**src/hdl/irq_core_defines.svh**
```systemverilog
`ifndef IRQ_CORE_DEFINES_SVH
`define IRQ_CORE_DEFINES_SVH

// register addresses, both banks decoded in full
`define TIMER_COUNT_ADDR     8'h01
`define IRQ_CONTROL_ADDR_B0  8'h0b
`define IRQ_CONTROL_ADDR_B1  8'h8b
`define CORE_CONFIG_ADDR     8'h81

// irq_control field positions
`define GLOBAL_EN_BIT        7
`define TOV_EN_BIT           5
`define EXT_EN_BIT           4
`define PBC_EN_BIT           3
`define TOV_FLAG_BIT         2
`define EXT_FLAG_BIT         1
`define PBC_FLAG_BIT         0

// reset values
`define IRQ_CONTROL_RESET    8'h00
`define CORE_CONFIG_RESET    8'hff
`define TIMER_COUNT_RESET    8'h00
`define READ_UNMAPPED        8'h00

// interrupt vector and timing counts
`define IRQ_VECTOR           13'h0004
`define TIMER_WRITE_INHIBIT  2'h2
`define RETURN_CYCLES        2'h2

`endif

```
**src/hdl/irq_core_pkg.sv**
```systemverilog
package irq_core_pkg;

    typedef struct packed {
        logic global_irq_enable;
        logic reserved;
        logic timer_overflow_enable;
        logic ext_irq_enable;
        logic portb_change_enable;
        logic timer_overflow_flag;
        logic ext_irq_flag;
        logic portb_change_flag;
    } irq_control_t;

    typedef struct packed {
        logic       portb_pullup_disable;
        logic       ext_irq_edge_select;
        logic       timer_clock_source;
        logic       timer_source_edge;
        logic       prescaler_assign;
        logic [2:0] prescaler_rate;
    } core_config_t;

    typedef enum logic [2:0] {
        ST_IDLE   = 3'b001,
        ST_ENTRY  = 3'b010,
        ST_RETURN = 3'b100
    } irq_state_t;

endpackage

```
**src/hdl/irq_core_config.sv**
```systemverilog
// Behaviour
// - three sources: external pin edge, timer overflow, upper port-B change
// - control register holds a flag and an enable per source, plus global enable
// - global enable bit 7 set lets unmasked sources interrupt; clear blocks all
// - reset clears the global enable
// - return from interrupt leaves the routine and sets global enable together
// - acceptance clears global enable, pushes return address, loads vector 0004h
// - flags set on their events regardless of any enable
// - external events reach the vector three or four cycles later
// - clearing global enable ignores next-cycle interrupts and inserts a no-op
// - ignored requests stay pending until global enable returns
// - config bit 6 picks external pin edge: one rising, zero falling
// - config register is read/write and resets to all ones
// - config bit 7 one disables port-B pull-ups, zero enables per latch
// - timer clock source zero is instruction clock, one external pin transitions
// - config bit 4 one counts falling external edges, zero rising
// - config bit 3 gives prescaler to watchdog when set, timer when clear
// - rate code n divides timer by 2^(n+1), watchdog by 2^n
// - timer overflow flag sets on rollover from ffh to 00h
// - timer enable at bit 5, flag at bit 2; clearing enable masks it
// - return pops stack into program counter and takes two cycles
`timescale 1ns/1ns
`default_nettype none
`include "irq_core_defines.svh"

module irq_core_config
    import irq_core_pkg::*;
(
    input  wire logic       clk_sys_in,
    input  wire logic       reset_n_in,
    input  wire logic [7:0] reg_addr_in,
    input  wire logic       reg_wr_in,
    input  wire logic [7:0] reg_wdata_in,
    input  wire logic       reg_rd_in,
    output var  logic [7:0] reg_rdata_out,
    input  wire logic       ext_irq_pin_in,
    input  wire logic       timer_ext_clock_pin_in,
    input  wire logic [3:0] portb_upper_pins_in,
    input  wire logic       portb_read_in,
    input  wire logic       watchdog_tick_in,
    input  wire logic       return_from_irq_in,
    output var  logic       irq_request_out,
    output var  logic       vector_load_out,
    output var  logic [12:0] vector_addr_out,
    output var  logic       stack_push_out,
    output var  logic       stack_pop_out,
    output var  logic       nop_insert_out,
    output var  logic       watchdog_tick_out,
    output var  core_config_t core_config_out,
    output var  irq_control_t irq_control_out
);

    irq_control_t irq_ctl;
    core_config_t cfg;
    irq_state_t   state;
    logic [7:0]   timer_zero_count;
    logic [7:0]   prescaler;
    logic [1:0]   timer_inhibit;
    logic [1:0]   return_count;
    logic         ext_pin_prev;
    logic         tclk_pin_prev;
    logic [3:0]   portb_latch;

    logic         ext_event;
    logic         tclk_edge;
    logic         src_tick;
    logic         psc_in_tick;
    logic         psc_out_tick;
    logic         timer_tick;
    logic         timer_rollover;
    logic         pbc_event;
    logic         ctl_write;
    logic         cfg_write;
    logic         tmr_write;
    logic         accept;
    logic         next_request;

    // prescaler terminal mask: timer ratio 2^(n+1), watchdog 2^n
    function automatic logic [7:0] rate_mask(input logic [2:0] rate, input logic to_watchdog);
        logic [8:0] full;
        full = 9'h000;
        full = (9'h001 << (to_watchdog ? {1'b0, rate} : ({1'b0, rate} + 4'h1))) - 9'h001;
        return full[7:0];
    endfunction

    function automatic logic is_ctl_addr(input logic [7:0] addr);
        return (addr == `IRQ_CONTROL_ADDR_B0) || (addr == `IRQ_CONTROL_ADDR_B1);
    endfunction

    assign ctl_write = reg_wr_in && is_ctl_addr(reg_addr_in);
    assign cfg_write = reg_wr_in && (reg_addr_in == `CORE_CONFIG_ADDR);
    assign tmr_write = reg_wr_in && (reg_addr_in == `TIMER_COUNT_ADDR);

    // edge detection on synchronous inputs
    assign ext_event = cfg.ext_irq_edge_select ? (ext_irq_pin_in && !ext_pin_prev)
                                               : (!ext_irq_pin_in && ext_pin_prev);
    assign tclk_edge = cfg.timer_source_edge ? (!timer_ext_clock_pin_in && tclk_pin_prev)
        : (timer_ext_clock_pin_in && !tclk_pin_prev);
    assign src_tick  = cfg.timer_clock_source ? tclk_edge : 1'b1;

    // shared prescaler feeds either the timer or the watchdog
    assign psc_in_tick  = cfg.prescaler_assign ? watchdog_tick_in : src_tick;
    assign psc_out_tick = psc_in_tick &&
        ((prescaler & rate_mask(cfg.prescaler_rate, cfg.prescaler_assign))
         == rate_mask(cfg.prescaler_rate, cfg.prescaler_assign));
    assign timer_tick   = (cfg.prescaler_assign ? src_tick : psc_out_tick)
                          && (timer_inhibit == 2'h0) && !tmr_write;
    assign timer_rollover = timer_tick && (timer_zero_count == 8'hff);

    assign pbc_event = (portb_upper_pins_in != portb_latch);

    assign next_request = irq_ctl.global_irq_enable &&
        |({irq_ctl.timer_overflow_enable, irq_ctl.ext_irq_enable, irq_ctl.portb_change_enable}
          & {irq_ctl.timer_overflow_flag, irq_ctl.ext_irq_flag, irq_ctl.portb_change_flag});

    // the cycle after a global-enable clear is a no-op, so nothing is taken then
    assign accept = (state == ST_IDLE) && irq_request_out && irq_ctl.global_irq_enable
                    && !nop_insert_out;

    always_ff @(posedge clk_sys_in) begin
        if (!reset_n_in) begin
            ext_pin_prev  <= 1'b0;
            tclk_pin_prev <= 1'b0;
        end else begin
            ext_pin_prev  <= ext_irq_pin_in;
            tclk_pin_prev <= timer_ext_clock_pin_in;
        end
    end

    always_ff @(posedge clk_sys_in) begin
        if (!reset_n_in) begin
            portb_latch <= 4'h0;
        end else if (portb_read_in) begin
            portb_latch <= portb_upper_pins_in;
        end
    end

    always_ff @(posedge clk_sys_in) begin
        if (!reset_n_in) begin
            cfg <= `CORE_CONFIG_RESET;
        end else if (cfg_write) begin
            cfg <= reg_wdata_in;
        end
    end

    // a config write restarts the prescaler so a new ratio starts clean
    always_ff @(posedge clk_sys_in) begin
        if (!reset_n_in || cfg_write) begin
            prescaler <= 8'h00;
        end else if (tmr_write && !cfg.prescaler_assign) begin
            prescaler <= 8'h00;
        end else if (psc_in_tick) begin
            prescaler <= prescaler + 8'h01;
        end
    end

    always_ff @(posedge clk_sys_in) begin
        if (!reset_n_in) begin
            watchdog_tick_out <= 1'b0;
        end else begin
            watchdog_tick_out <= cfg.prescaler_assign ? psc_out_tick : watchdog_tick_in;
        end
    end

    // a timer write holds off counting for two cycles
    always_ff @(posedge clk_sys_in) begin
        if (!reset_n_in) begin
            timer_zero_count <= `TIMER_COUNT_RESET;
            timer_inhibit    <= 2'h0;
        end else if (tmr_write) begin
            timer_zero_count <= reg_wdata_in;
            timer_inhibit    <= `TIMER_WRITE_INHIBIT;
        end else begin
            if (timer_inhibit != 2'h0) begin
                timer_inhibit <= timer_inhibit - 2'h1;
            end
            if (timer_tick) begin
                timer_zero_count <= timer_zero_count + 8'h01;
            end
        end
    end

    // flags: hardware set wins over a software write in the same cycle
    always_ff @(posedge clk_sys_in) begin
        if (!reset_n_in) begin
            irq_ctl <= `IRQ_CONTROL_RESET;
        end else begin
            if (ctl_write) begin
                irq_ctl.global_irq_enable     <= reg_wdata_in[`GLOBAL_EN_BIT];
                irq_ctl.timer_overflow_enable <= reg_wdata_in[`TOV_EN_BIT];
                irq_ctl.ext_irq_enable        <= reg_wdata_in[`EXT_EN_BIT];
                irq_ctl.portb_change_enable   <= reg_wdata_in[`PBC_EN_BIT];
            end
            if (accept) begin
                irq_ctl.global_irq_enable <= 1'b0;
            end else if (return_from_irq_in && state == ST_IDLE) begin
                irq_ctl.global_irq_enable <= 1'b1;
            end
            irq_ctl.reserved <= 1'b0;
            irq_ctl.timer_overflow_flag <= timer_rollover ||
                (ctl_write ? reg_wdata_in[`TOV_FLAG_BIT] : irq_ctl.timer_overflow_flag);
            irq_ctl.ext_irq_flag <= ext_event ||
                (ctl_write ? reg_wdata_in[`EXT_FLAG_BIT] : irq_ctl.ext_irq_flag);
            irq_ctl.portb_change_flag <= pbc_event ||
                (ctl_write ? reg_wdata_in[`PBC_FLAG_BIT] : irq_ctl.portb_change_flag);
        end
    end

    // pending flags are never touched by gating, so ignored requests return later
    always_ff @(posedge clk_sys_in) begin
        if (!reset_n_in) begin
            irq_request_out <= 1'b0;
        end else begin
            irq_request_out <= next_request && !accept;
        end
    end

    always_ff @(posedge clk_sys_in) begin
        if (!reset_n_in) begin
            nop_insert_out <= 1'b0;
        end else begin
            nop_insert_out <= ctl_write && irq_ctl.global_irq_enable
                              && !reg_wdata_in[`GLOBAL_EN_BIT] && !accept;
        end
    end

    always_ff @(posedge clk_sys_in) begin
        if (!reset_n_in) begin
            state           <= ST_IDLE;
            return_count    <= 2'h0;
            vector_load_out <= 1'b0;
            stack_push_out  <= 1'b0;
            stack_pop_out   <= 1'b0;
            vector_addr_out <= 13'h0000;
        end else begin
            vector_load_out <= 1'b0;
            stack_push_out  <= 1'b0;
            stack_pop_out   <= 1'b0;
            case (state)
                ST_IDLE: begin
                    if (accept) begin
                        state           <= ST_ENTRY;
                        vector_load_out <= 1'b1;
                        stack_push_out  <= 1'b1;
                        vector_addr_out <= `IRQ_VECTOR;
                    end else if (return_from_irq_in) begin
                        state         <= ST_RETURN;
                        stack_pop_out <= 1'b1;
                        return_count  <= `RETURN_CYCLES - 2'h1;
                    end
                end
                ST_ENTRY: begin
                    state <= ST_IDLE;
                end
                ST_RETURN: begin
                    if (return_count <= 2'h1) begin
                        state <= ST_IDLE;
                    end
                    return_count <= return_count - 2'h1;
                end
                default: begin
                    state <= ST_IDLE;
                end
            endcase
        end
    end

    always_ff @(posedge clk_sys_in) begin
        if (!reset_n_in) begin
            reg_rdata_out <= `READ_UNMAPPED;
        end else if (reg_rd_in) begin
            if (is_ctl_addr(reg_addr_in)) begin
                reg_rdata_out <= irq_ctl;
            end else if (reg_addr_in == `CORE_CONFIG_ADDR) begin
                reg_rdata_out <= cfg;
            end else if (reg_addr_in == `TIMER_COUNT_ADDR) begin
                reg_rdata_out <= timer_zero_count;
            end else begin
                reg_rdata_out <= `READ_UNMAPPED;
            end
        end
    end

    always_ff @(posedge clk_sys_in) begin
        if (!reset_n_in) begin
            core_config_out <= `CORE_CONFIG_RESET;
            irq_control_out <= `IRQ_CONTROL_RESET;
        end else begin
            core_config_out <= cfg;
            irq_control_out <= irq_ctl;
        end
    end
endmodule
`default_nettype wire

```
**config.mk**
```make
export PLATFORM = sky130hd
export DESIGN_NAME = irq_core_config
export DESIGN_NICKNAME = d
export VERILOG_FILES = /design/src/hdl/irq_core_pkg.sv /design/src/hdl/irq_core_config.sv
export VERILOG_INCLUDE_DIRS = /design/src /design/src/hdl
export SDC_FILE = /design/constraint.sdc
export NUM_CORES = 1
export LEC_CHECK = 0
export ABC_AREA = 1
export BUFFER_PORTS_ARGS = -buffer_cell sky130_fd_sc_hd__buf_2
export CORE_MARGIN = 5
export CORE_UTILIZATION = 55
export CTS_BUF_LIST = sky130_fd_sc_hd__clkbuf_2
export DETAILED_ROUTE_END_ITERATION = 6
export HOLD_SLACK_MARGIN = 0.1
export PLACE_DENSITY = 0.89
export SYNTH_ARGS = -nofsm -noshare
export SYNTH_HDL_FRONTEND = slang
export SYNTH_SLANG_ARGS = --single-unit
```
**constraint.sdc**
```tcl
create_clock -name clk_sys_in -period 3.1 [get_ports clk_sys_in]
set_clock_uncertainty 0.2 [all_clocks]
set_input_delay 0.31 -clock clk_sys_in [delete_from_list [all_inputs] [get_ports clk_sys_in]]
set_output_delay 0.31 -clock clk_sys_in [all_outputs]
set_load 0.05 [all_outputs]
```
Yosys cells after proc, flatten, opt, wreduce, memory -nomap -nowiden
Index checks and enable logic that the tools add are counted.
Operators by class
  add/subtract/negate cells: 6
  magnitude comparators: 1
  equal/unequal tests: 13
  shifts and indexed selects: 1
  multiplexer cells: 28
  bitwise logic cells: 4
  reductions and logical operators: 51
Operator list (count)
  $mux 8: 5
  $eq 8x8->1 const B: 3
  $logic_and 1x1->1: 21
  $add 8x1->8 const B: 2
  $mux 1: 13
  $logic_not 1->1: 10
  $reduce_bool 2->1: 5
  $mux 3: 3
  $and 8x8->8: 1
  $eq 8x1->1 const B: 1
  $eq 8x4->1 const B: 1
  $eq 8x8->1: 1
  $mux 2: 4
  $shl 1x4->8 const A: 1
  $sub 8x1->8 const B: 1
  $ne 2x2->1 const B: 3
  $pmux 3 s2: 1
  $reduce_and 2->1: 3
  $reduce_or 2->1: 3
  $reduce_or 3->1: 2
  $logic_or 1x1->1: 5
  $add 3x1->4 const B: 1
  $mux 4: 1
  $ne 4x4->1: 1
  10 further kinds: 12
Storage, ports and cells
  register bits: 75
  output and inout bits: 43
  word-level logic and storage cells: 148

Logic depth before layout (Yosys ltp)
Gate-level depths: netlist of the first run.
  depth after elaboration: 12
  depth in mapped cells: 18
  gate-level depth less buffers: 18

Worst setup path before layout of the first run
OpenSTA, ideal clock, no wires.
  path kind: reg2reg
  from: register cfg[0] (netlist bit)
  to: register timer_zero_count[0]
  setup time: 66 ps
  arrival time: 2035 ps
  required time: 2834 ps
  path slack: 799 ps
  stages on the path, launching flop included: 17
  buffers on the path: 0
  period minus slack after synthesis: 2301 ps
  cell sequence: dfxtp_1 > ha_1 > nand2_2 > nand2_4 > inv_6 > nand2_4 > inv_2 > nand2_2 > ha_1 > o22ai_1 > a21oi_2 > nand3_2 > o21bai_4 > nand2_4 > nand2_8 > nand2_2 > a21oi_2
Between the ends
  longest elaborated chain between the ends: 11
Ends and longest elaborated chain
  from (decl): RTL line irq_core_config.sv:54  | core_config_t cfg;
  from (signal assigned): RTL line irq_core_config.sv:140  | cfg <= `CORE_CONFIG_RESET;
  from (signal assigned): RTL line irq_core_config.sv:142  | cfg <= reg_wdata_in;
  $add 3x1->4: RTL line irq_core_config.sv:82  | full = (9'h001 << (to_watchdog ? {1'b0, rate} : ({1'b0, rate} + 4'h1))) - 9'h001;
  $mux 4 *: RTL line irq_core_config.sv:82
  $shl 1x4->8 *: RTL line irq_core_config.sv:82
  $sub 8x1->8 *: RTL line irq_core_config.sv:82
  $and 8x8->8: RTL line irq_core_config.sv:104  | ((prescaler & rate_mask(cfg.prescaler_rate, cfg.prescaler_assign))
  $eq 8x8->1 *: RTL line irq_core_config.sv:105  | == rate_mask(cfg.prescaler_rate, cfg.prescaler_assign));
  $logic_and 1x1->1 *: RTL line irq_core_config.sv:103  | assign psc_out_tick = psc_in_tick &&
  $mux 1 *: RTL line irq_core_config.sv:106  | assign timer_tick = (cfg.prescaler_assign ? src_tick : psc_out_tick)
  $logic_and 1x1->1 * (2 in a row): RTL line irq_core_config.sv:107  | && (timer_inhibit == 2'h0) && !tmr_write;
  $reduce_bool 2->1 (no line) *
  to (signal assigned): RTL line irq_core_config.sv:168  | timer_zero_count <= `TIMER_COUNT_RESET;
  to (signal assigned): RTL line irq_core_config.sv:171  | timer_zero_count <= reg_wdata_in;
  to (signal assigned): RTL line irq_core_config.sv:178  | timer_zero_count <= timer_zero_count + 8'h01;
  to (decl): RTL line irq_core_config.sv:56  | logic [7:0] timer_zero_count;
Mark *: on every way between the ends. The rest lies on a longest branch, timed or not.
A chain may end at the register's enable or synchronous reset.

Worst setup path after layout of the first run
  from: register cfg[0] (netlist bit)
  to: register timer_zero_count[4]
The elaborated chain is that of the path after synthesis.

==> reports/qor.csv, run 1 <==
stage,metric,value,unit
logic_synthesis,"area leader, netlist",dfxtp_1,
global_route,vias in the first global route,3338,
logic_synthesis,XOR/XNOR Fraction of Synth Area,2.46,%
clocking,CTS H-tree lvls,3,
sta,Final period util,81.5,%
setup_path,WP data arrival,2.79,ns
global_route,initial antenna violation count,0,
place,post-DP HPWL,6.11,mm
logic_synthesis,main combinational cell family by area after synthesis,simple AND/OR/NAND/NOR gates,
place,placed cell area,3800,sq um
sta,Slew Limit Fails,0,
setup_path,WP data required,3.36,ns
clocking,Bufs on Longest Clock Path,2,
logic_synthesis,mux share of post-synthesis cell area,0,%
logic_synthesis,Syn Inst Count,463,
logic_synthesis,Synth cell types,41,
clocking,Num Clock Sinks,73,
detailed_routing,1st-iter DRT viols,347,
detailed_routing,number of remaining DRC errors,0,
sta,fin crit period,2.53,ns
final_layout,most frequent cells in the layout,"nand2_1 (79), dfxtp_1 (73), inv_1 (61), buf_2 (58), o21ai_0 (38)",
final_layout,final design instance area without fill,4250,sq um
hold_path,Hold Path Stages,5,
logic_synthesis,area share of the largest cell type after synthesis,41.1,%
final_layout,post-layout util,67.3,%
detailed_routing,vias per inst,5.48,
logic_synthesis,"Top FF cell, synth",dfxtp_1,
setup_path,kind of critical path,register to register,
logic_synthesis,Yosys reg bits,73,
global_route,total global-route track usage,22.2,%
power_and_ir_drop,PD cells,448,nW/um^2
place,gpl congestion,0.911,
floorplan,total I/O pin count,72,
logic_synthesis,fraction of the mapped netlist area in simple logic gates,25.9,%
setup_path,crit end category,register,
sta,setup TNS,0,ns
logic_synthesis,syn avg cell area,7.67,sq um
final_layout,Finished Layout Cells,631,
floorplan,core area,6310,sq um
detailed_routing,ANT nets after route,0,
logic_synthesis,Synth Cell Area,3550,sq um
final_layout,# nets final,583,
clocking,Clock Root Buffer,clkbuf_2,
detailed_routing,First-pass DRT Iterations,6,
final_layout,share of layout cells above drive strength 1,22.0,%
setup_path,CP max FO,9,
sta,Fin. Hold Viols,0,
logic_synthesis,ys async rst share,0,%
setup_path,Worst Setup Start Kind,register,
place,port buffer count,58,
logic_synthesis,Synth warnings,0,
detailed_routing,DR WL/cell,14.4,microns
final_layout,Ant. Diodes,0,
floorplan,Std-Cell Rows,29,
floorplan,Die Ht,90.4,microns
place,post-placement cell count,587,
power_and_ir_drop,Peak VDD IR,0.000456,V
clocking,CTS tree,built,
clocking,Inserted Clock Buffers,9,
final_layout,Area Growth Syn to Fin,19.5,%
detailed_routing,via count of the routed design,3458,
run,max-cap viol count,0,
global_route,total grt overflow,0,
sta,fmax,396,MHz
logic_synthesis,register area share after synthesis,41.1,%
setup_path,R2R depth,16,
power_and_ir_drop,Static Leak,0.00193,uW
logic_synthesis,"top cells by area, synth","dfxtp_1 (41%), nand2_1 (8.3%), inv_1 (6.4%)",
sta,RSZ-0062 raised after global routing,no,
detailed_routing,total wire length,9.10,mm
clocking,Post-CTS Setup Repair Bufs,0,
logic_synthesis,adder-cell share of the synthesized area,1.76,%
final_layout,"leading cell type in the layout, fill and taps excluded",nand2_1,
global_route,largest net degree at the start of global routing,38,
global_route,first-pass GRT wire length,15.1,mm
logic_synthesis,Post-synth EDFFs,0,
floorplan,Initial Utilization,56.3,%
sta,final setup violating endpoints,0,
floorplan,die width,90.4,microns
clocking,Worst-Skew Late Latency,0.56,ns
floorplan,DIE AREA,8170,sq um
hold_path,Hold Path Class,input port to register,
clocking,"Reg clk slew, reported paths",0.27,ns
run_status,outcome,completed,
logic_synthesis,Compound-Gate Fraction of Synth Area,15.9,%
## report_power, final
group          total [uW]  switching, uW  internal (uW)
clock network         716            361            355
logic                 209            138           71.0
registers             977           15.7            961
total                1900            515           1390
## cells in the mapped netlist, types with 2 or more instances
library cell  number
clkbuf_1           4
nand3b_1           2
nand4_1            5
inv_2              3
o21ai_0           38
o211ai_1           2
o22ai_1            9
a21oi_2            9
nand2_1           79
xnor2_1            5
o221ai_1           2
nand3_1           21
ha_1               5
nor3_1             6
nor2_4             2
nand2_2           15
clkbuf_8           4
nor2_1            37
inv_1             61
nand2_4            5
buf_4             15
nor2_2             3
dfxtp_1           73
xor2_1             5
nor4_1             2
nor3b_1            2
a21oi_1           33
nand3_2            3
## worst max-delay path: stages, from the launching register on
cell and delay, ns:
dfxtp_1 0.37, ha_1 0.31, nand2_2 0.09, nand2_4 0.07, inv_6 0.07, nand2_4 0.05
inv_2 0.04, nand2_2 0.06, ha_1 0.28, o22ai_1 0.09, a21oi_2 0.13, nand3_2 0.12
o21bai_4 0.18, nand2_4 0.12, nand2_8 0.12, nand2_2 0.06, a21oi_2 0.11
## kinds of logic (layout without fill, tap and decap cells)
kind of cell / Yosys count / after routing
AO/OA/AOI/OAI: 97 / 97
adder cells (fa/ha/maj): 5 / 5
flip-flops: 73 / 73
XOR/XNOR: 10 / 10
other: 1 / 13
buffers and inverters: 91 / 170
AND/OR/NAND/NOR: 186 / 186
## final timing paths
check,from,endpoint,slack [ns]
setup / recovery,cfg[0]$_SDFFE_PN1P_,timer_zero_count[4]$_SDFFE_PN0P_,0.57
hold / removal,reg_wr_in,irq_ctl[1]$_SDFF_PN0_,0.16
setup reg to reg,cfg[0]$_SDFFE_PN1P_,timer_zero_count[4]$_SDFFE_PN0P_,0.57
hold reg to reg,irq_ctl[2]$_SDFF_PN0_,irq_control_out[2]$_SDFF_PN0_,0.26
## per-stage QoR
step	hold slack [ns]	power [uW]	setup WS (ns)
floorplan	0.189	1130	0.799
global placement	0.223	1160	0.719
detailed placement	0.229	1170	0.610
CTS	0.158	1880	0.568
global route	0.158	1960	0.440
finish	0.163	1900	0.573
## layer usage
| layer | vias up | share of wire [%] | track usage (%) |
|---|---|---|---|
| met3 | 63 | 8.5 | 5.00 |
| li1 | 1641 | - | - |
| met1 | 1542 | 39 | 26.2 |
| met2 | 212 | 46 | 36.0 |
| met5 | - | 0 | 0 |
| met4 | 0 | 5.9 | 14.4 |
## flip-flops by register name, summed over array words and instances, names as in the netlist
signal,flops
cfg,8
core_config_out,8
prescaler,8
reg_rdata_out,8
timer_zero_count,8
irq_control_out,7
irq_ctl,7
portb_latch,4
state,3
return_count,2
timer_inhibit,2
ext_pin_prev,1
irq_request_out,1
nop_insert_out,1
stack_pop_out,1
stack_push_out,1
tclk_pin_prev,1
vector_addr_out,1
watchdog_tick_out,1
## final cells by class
type | instances | area, sq um
Sequential cell | 73 | 1460
Clock inverter | 6 | 115
Multi-Input combinational cell | 311 | 1690
Clock buffer | 10 | 50.0
Tap cell | 77 | 96.3
Inverter | 66 | 253
Fill cell | 508 | 2070
Timing Repair Buffer | 88 | 586
## repair_timing
| item | CTS | global route |
|---|---|---|
| resized for setup | 0 | 0 |
| hold buffers | 28 | 0 |
| endpoints found under the hold margin | 62 | 0 |
(Power assumes the default switching activity.)
==> run 2: changes to the inputs <==
--- a/config.mk
+++ b/config.mk
@@ -6,7 +6,7 @@
 export SDC_FILE = /design/constraint.sdc
 export NUM_CORES = 1
 export LEC_CHECK = 0
-export ABC_AREA = 1
+export ABC_AREA = 0
 export BUFFER_PORTS_ARGS = -buffer_cell sky130_fd_sc_hd__buf_2
 export CORE_MARGIN = 5
 export CORE_UTILIZATION = 55
==> constraint.sdc (replaced) <==
create_clock -name clk_sys_in -period 2.4 [get_ports clk_sys_in]
set_clock_uncertainty 0.2 [all_clocks]
set_input_delay 0.24 -clock clk_sys_in [delete_from_list [all_inputs] [get_ports clk_sys_in]]
set_output_delay 0.24 -clock clk_sys_in [all_outputs]
set_load 0.05 [all_outputs]
==> run 2 against run 1 <==
The run now ends with setup timing left. Utilization up 6.6 points. Via count up 2.3%. Maximum frequency down 21%. First-iteration DRC count up 14%. Synthesized area down 0.21%. Synthesized cell count down 13%. Register-to-register slack worse by 1.4 ns. Cell count down 5.5%. Sequential power up 30%. Non-clock buffer count up 35. Combinational power up 49%. Setup slack worse by 1.4 ns.
==> reports/qor.csv, run 2 <==
stage,metric,value,unit
final_layout,# nets final,548,
final_layout,Ant. Diodes,0,
floorplan,Die Ht,90.3,microns
place,placed cell area,4150,sq um
detailed_routing,First-pass DRT Iterations,6,
final_layout,share of layout cells above drive strength 1,27.4,%
clocking,Inserted Clock Buffers,9,
final_layout,most frequent cells in the layout,"dfxtp_1 (72), buf_2 (58), nand2_1 (45), buf_4 (36), dlygate4sd3_1 (29)",
sta,RSZ-0062 raised after global routing,yes,
final_layout,area of the multi-input gates,2090,sq um
sta,Final WS setup,-0.813,ns
detailed_routing,total wire length,10.3,mm
clocking,Worst-Skew Late Latency,0.50,ns
power_and_ir_drop,Peak VDD IR,0.000461,V
run,max-cap viol count,0,
global_route,largest net degree at the start of global routing,65,
power_and_ir_drop,Net Switching,685,uW
sta,Final period util,134,%
power_and_ir_drop,Sw Ratio,29.8,%
setup_path,WP data arrival,3.45,ns
sta,Slew Limit Headroom,61.2,%
logic_synthesis,area share of the largest cell type after synthesis,41.2,%
power_and_ir_drop,Logic pwr share,13.6,%
place,post-DP HPWL,6.65,mm
power_and_ir_drop,Seq pwr share,55.5,%
sta,Fin. Hold Viols,0,
global_route,first-pass GRT wire length,16.4,mm
clocking,Clock Root Buffer,clkbuf_2,
global_route,total global-route track usage,24.4,%
final_layout,"leading cell type in the layout, fill and taps excluded",dfxtp_1,
detailed_routing,vias per inst,5.94,
sta,Slew Limit Fails,0,
detailed_routing,DR WL/cell,17.2,microns
detailed_routing,1st-iter DRT viols,396,
floorplan,DIE AREA,8150,sq um
logic_synthesis,Post-synth EDFFs,0,
logic_synthesis,Syn Inst Count,404,
clocking,Bufs on Longest Clock Path,2,
floorplan,die width,90.3,microns
sta,measured slew at the worst slew-check pin,0.581,ns
power_and_ir_drop,Pint,1610,uW
global_route,total grt overflow,0,
detailed_routing,number of remaining DRC errors,0,
floorplan,total I/O pin count,72,
final_layout,post-layout util,73.8,%
setup_path,WP data required,2.63,ns
final_layout,fill count,401,
logic_synthesis,register area share after synthesis,41.2,%
setup_path,crit end category,register,
run_status,outcome,"finished, violations left",
clocking,"Reg clk slew, reported paths",0.20,ns
final_layout,final design instance area without fill,4660,sq um
final_layout,FF/Latch Area,1470,sq um
hold_path,Hold Path Class,input port to register,
power_and_ir_drop,Design Power,2300,uW
setup_path,Worst Setup Start Kind,register,
detailed_routing,ANT nets after route,0,
clocking,CTS H-tree lvls,3,
logic_synthesis,syn avg cell area,8.78,sq um
logic_synthesis,most common cell in the netlist,dfxtp_1,
logic_synthesis,Synth cell types,57,
setup_path,kind of critical path,register to register,
place,port buffer count,58,
logic_synthesis,"Top FF cell, synth",dfxtp_1,
sta,final setup violating endpoints,10,
sta,fmax,311,MHz
logic_synthesis,Synth Cell Area,3550,sq um
run_status,failing checks,setup timing,
logic_synthesis,Yosys reg bits,73,
power_and_ir_drop,Clock power frac,30.9,%
floorplan,core area,6310,sq um
logic_synthesis,"area leader, netlist",dfxtp_1,
power_and_ir_drop,PD cells,493,nW/um^2
detailed_routing,via count of the routed design,3538,
sta,fin crit period,3.21,ns
global_route,initial antenna violation count,0,
global_route,vias in the first global route,3523,
clocking,CTS tree,built,
final_layout,Area Growth Syn to Fin,31.5,%
floorplan,Initial Utilization,56.2,%
logic_synthesis,"top cells by area, synth","dfxtp_1 (41%), mux2i_1 (5.9%), nand2_1 (4.8%)",
logic_synthesis,"top cells by count, synth","dfxtp_1 (73), nand2_1 (45), mux2i_1 (21), nand3_1 (21), nor2_1 (20)",
logic_synthesis,ys async rst share,0,%
power_and_ir_drop,Static Leak,0.00202,uW
clocking,Num Clock Sinks,73,
place,gpl congestion,0.871,
logic_synthesis,Synth warnings,0,
floorplan,Std-Cell Rows,29,
setup_path,CP max FO,6,
run 2: cell count changes in the layout (fill, tap and decap cells not counted), moves of 7 or more:
cell      change
nor2b_1       +9
a21oi_1      -27
nand2b_1     +13
nor2_1       -17
mux2i_1      +21
inv_1        -53
o211ai_1      +7
o211a_1       +8
and2_1       +13
nand2_1      -34
buf_4        +34
o21ai_0      -27
nand2_2      -15
o22ai_1       -9
run 2: final timing paths:
path,from,to,slack [ns],cells past startpoint
max,cfg[1]$_SDFFE_PN1P_,timer_zero_count[4]$_SDFFE_PN0P_,-0.81,13
max reg2reg,cfg[1]$_SDFFE_PN1P_,timer_zero_count[4]$_SDFFE_PN0P_,-0.81,13
min reg2reg,timer_inhibit[0]$_SDFFE_PP0P_,timer_inhibit[0]$_SDFFE_PP0P_,0.27,1
min,reg_addr_in[7],cfg[1]$_SDFFE_PN1P_,0.16,4
run 2: what timing repair did:
item | in CTS | in global routing
hold endpoints to repair | 63 | 0
pin swaps | 8 | 7
setup buffers | 1 | 2
gates resized for setup | 7 | 10
endpoints found under the setup margin | 10 | 10
hold buffers | 29 | 0
run 2: per-layer routing:
metal  global-route usage, %  share of wire, %  vias up
met1                    27.5                38     1672
met4                    13.2               4.6        0
met3                    4.58               7.5       44
met2                    43.0                50      185
met5                       0                 0        -
li1                        -                 -     1637
run 2: power groups by stage:
stage               clock network [uW]  logic [uW]  registers (uW)
floorplan                            0         169            1330
global placement                     0         253            1290
detailed placement                   0         262            1300
CTS                                718         298            1270
global route                       780         333            1280
finish                             710         312            1270
run 2: cells by family after synthesis:
kind of cell	Yosys count	synth area share (%)
simple gates	164	24.0
compound gates	81	16.9
flops	73	41.2
buf+inv	46	6.67
mux	23	6.56
xor+xnor	11	2.72
fa+ha+maj	5	1.76
other cells	1	0.106
run 2: final cells by class:
type | instances | share of cell area [%]
clock buffers | 9 | 0.966
clock inverters | 7 | 1.69
inverters | 10 | 0.805
multi-input cells | 297 | 44.8
flip-flops and latches | 73 | 31.4
well taps | 77 | 2.07
repair buffers | 123 | 18.3
run 2: through the flow:
step	setup slack, ns	hold slack [ns]	instances	TNS (ns)
floorplan	-0.569	0.119	416	-4.18
global placement	-0.636	0.229	548	-5.43
detailed placement	-0.714	0.239	548	-6.17
CTS	-0.742	0.101	594	-6.18
global route	-0.957	0.167	596	-7.98
finish	-0.813	0.158	596	-6.84
run 2: critical path, stage by stage, from the launching register on:
cell	delay (ns)
dfxtp_4	0.41
ha_4	0.16
or2_4	0.27
a2111oi_4	0.28
a21o_1	0.17
inv_2	0.06
ha_4	0.18
o2111ai_4	0.07
a21oi_2	0.08
a311oi_2	0.28
a41oi_2	0.22
buf_4	0.20
or4_4	0.40
a31oi_1	0.17
==> run 3: changes to the inputs <==
--- a/config.mk
+++ b/config.mk
@@ -9,11 +9,11 @@
 export ABC_AREA = 0
 export BUFFER_PORTS_ARGS = -buffer_cell sky130_fd_sc_hd__buf_2
 export CORE_MARGIN = 5
-export CORE_UTILIZATION = 55
+export CORE_UTILIZATION = 25
 export CTS_BUF_LIST = sky130_fd_sc_hd__clkbuf_2
 export DETAILED_ROUTE_END_ITERATION = 6
 export HOLD_SLACK_MARGIN = 0.1
-export PLACE_DENSITY = 0.89
+export PLACE_DENSITY = 0.52
 export SYNTH_ARGS = -nofsm -noshare
 export SYNTH_HDL_FRONTEND = slang
 export SYNTH_SLANG_ARGS = --single-unit
==> constraint.sdc (replaced) <==
create_clock -name clk_sys_in -period 3.05 [get_ports clk_sys_in]
set_clock_uncertainty 0.2 [all_clocks]
set_input_delay 0.305 -clock clk_sys_in [delete_from_list [all_inputs] [get_ports clk_sys_in]]
set_output_delay 0.305 -clock clk_sys_in [all_outputs]
set_load 0.05 [all_outputs]
==> run 3 against run 2 <==
The run still ends with setup timing left. Non-clock buffer count up 4. Clock-buffer cell count up 1. Sequential share of layout area down 1.3 points. Clock power down 20%. Largest cell class unchanged. Largest power group unchanged.
==> reports/qor.csv, run 3 (synthesis results as in run 2) <==
stage,metric,value,unit
run_status,outcome,"finished, violations left",
run_status,failing checks,setup timing,
clocking,Clock Root Buffer,clkbuf_2,
global_route,first-pass GRT wire length,16.5,mm
final_layout,share of layout cells above drive strength 1,25.0,%
global_route,total grt overflow,0,
power_and_ir_drop,Design Power,1820,uW
place,gpl congestion,0.808,
final_layout,# nets final,553,
sta,fmax,305,MHz
run,max-cap viol count,0,
place,post-placement cell count,639,
final_layout,most frequent cells in the layout,"dfxtp_1 (72), buf_2 (58), nand2_1 (45), dlygate4sd3_1 (41), buf_4 (25)",
setup_path,WP data arrival,3.56,ns
setup_path,Worst Setup Start Kind,register,
global_route,largest net degree at the start of global routing,31,
power_and_ir_drop,Clock power frac,31.2,%
clocking,Worst-Skew Late Latency,0.59,ns
clocking,CTS tree,built,
sta,Final period util,107,%
place,placed cell area,4090,sq um
setup_path,crit end category,register,
sta,Slew Limit Fails,0,
sta,final setup violating endpoints,9,
power_and_ir_drop,PD cells,374,nW/um^2
global_route,grt met2 use,20.8,%
sta,Final WS setup,-0.225,ns
floorplan,Std-Cell Rows,43,
place,post-DP HPWL,6.85,mm
global_route,vias in the first global route,3248,
global_route,initial antenna violation count,1,
clocking,Num Clock Sinks,73,
global_route,total global-route track usage,12.5,%
clocking,CTS H-tree lvls,3,
power_and_ir_drop,Static Leak,0.00205,uW
power_and_ir_drop,Sw Ratio,29.9,%
final_layout,final design instance area without fill,4860,sq um
floorplan,die width,129,microns
power_and_ir_drop,Peak VDD IR,0.000178,V
floorplan,Die Ht,129,microns
setup_path,kind of critical path,register to register,
sta,fin crit period,3.27,ns
setup_path,WP data required,3.34,ns
detailed_routing,ANT nets after route,0,
global_route,GRT busiest layer,met2,
final_layout,"leading cell type in the layout, fill and taps excluded",dfxtp_1,
detailed_routing,number of remaining DRC errors,0,
clocking,Inserted Clock Buffers,9,
power_and_ir_drop,Logic pwr share,13.6,%
detailed_routing,total wire length,10.2,mm
power_and_ir_drop,Net Switching,543,uW
floorplan,core area,13900,sq um
floorplan,total I/O pin count,72,
floorplan,Initial Utilization,25.5,%
floorplan,DIE AREA,16700,sq um
hold_path,Hold Path Class,input port to register,
detailed_routing,1st-iter DRT viols,164,
final_layout,Finished Layout Cells,705,
clocking,Bufs on Longest Clock Path,2,
final_layout,Area Growth Syn to Fin,37.1,%
detailed_routing,via count of the routed design,3395,
sta,Fin. Hold Viols,0,
power_and_ir_drop,Seq pwr share,55.2,%
global_route,met1 usage in global routing,15.2,%
global_route,met3 GRT Util,3.42,%
final_layout,fill count,1448,
detailed_routing,vias per inst,4.82,
clocking,"Reg clk slew, reported paths",0.21,ns
detailed_routing,First-pass DRT Iterations,4,
setup_path,CP max FO,6,
place,post-place setup slack,-0.245,ns
detailed_routing,DR WL/cell,14.4,microns
sta,measured slew at the worst slew-check pin,0.640,ns
place,port buffer count,58,
sta,Slew Limit Headroom,57.1,%
sta,RSZ-0062 raised after global routing,yes,
power_and_ir_drop,Pint,1270,uW
[run 3: cell type report]
cell class | count | area [sq um] | share of cell area [%]
tap | 180 | 225 | 4.63
multi-input combinational | 298 | 2090 | 43.1
clock inverter | 6 | 66.3 | 1.36
timing repair buffer | 127 | 922 | 19.0
clock buffer | 10 | 50.0 | 1.03
sequential | 73 | 1460 | 30.1
inverter | 10 | 37.5 | 0.772
antenna | 1 | 2.50 | 0.0515
[run 3: path summary, 6_finish.rpt]
path / from / end / slack [ns] / depth (start not counted)
worst max register to register: cfg[1]$_SDFFE_PN1P_ / timer_zero_count[2]$_SDFFE_PN0P_ / -0.22 / 13
worst min-delay path: reg_addr_in[7] / reg_rdata_out[5]$_SDFFE_PN0P_ / 0.14 / 4
worst min register to register: timer_inhibit[0]$_SDFFE_PP0P_ / timer_inhibit[0]$_SDFFE_PP0P_ / 0.26 / 1
worst max-delay path: cfg[1]$_SDFFE_PN1P_ / timer_zero_count[2]$_SDFFE_PN0P_ / -0.22 / 13
[run 3: repair_timing]
action                                  in CTS  in global routing
hold buffers                                41                  0
pin swaps                                   20                  3
endpoints found under the setup margin       9                  9
endpoints found under the hold margin       54                  0
resized for setup                           19                 10
cloned                                       1                  0
setup buffers                                6                  1
[run 3: metal layers]
metal  share of wire (%)  vias up  wire, microns
met5                   0        -              0
met4                 2.5        0            258
met3                 6.1       22            622
met2                  48       95           4910
met1                  43     1616           4390
li1                    -     1662              -
[run 3: power by group through the flow]
stage | sequential, uW | clock, uW | combinational, uW
detailed placement | 1020 | 0 | 206
global placement | 1020 | 0 | 203
floorplan | 1040 | 0 | 132
CTS | 1000 | 589 | 245
finish | 1000 | 567 | 246
global route | 1010 | 631 | 268
[run 3: critical path, cell delays in order (launching register included)]
cell	delay, ns
dfxtp_2	0.39
ha_4	0.16
or2_4	0.26
a2111oi_4	0.29
a21o_1	0.18
inv_2	0.06
ha_4	0.18
o2111ai_4	0.09
a21oi_2	0.11
a311oi_2	0.26
buf_4	0.18
a41oi_4	0.14
or4_4	0.54
a31oi_1	0.14
[run 3: metrics by stage]
stage / TNS, ns / util (%) / hold slack [ns]
6_report: -1.41 / 35.0 / 0.144
2_1_floorplan: 0 / - / 0.184
3_3_place_gp: -0.867 / 29.5 / 0.232
5_1_grt: -2.81 / 35.0 / 0.131
3_5_place_dp: -1.66 / 29.5 / 0.236
4_1_cts: -0.453 / 34.7 / 0.126
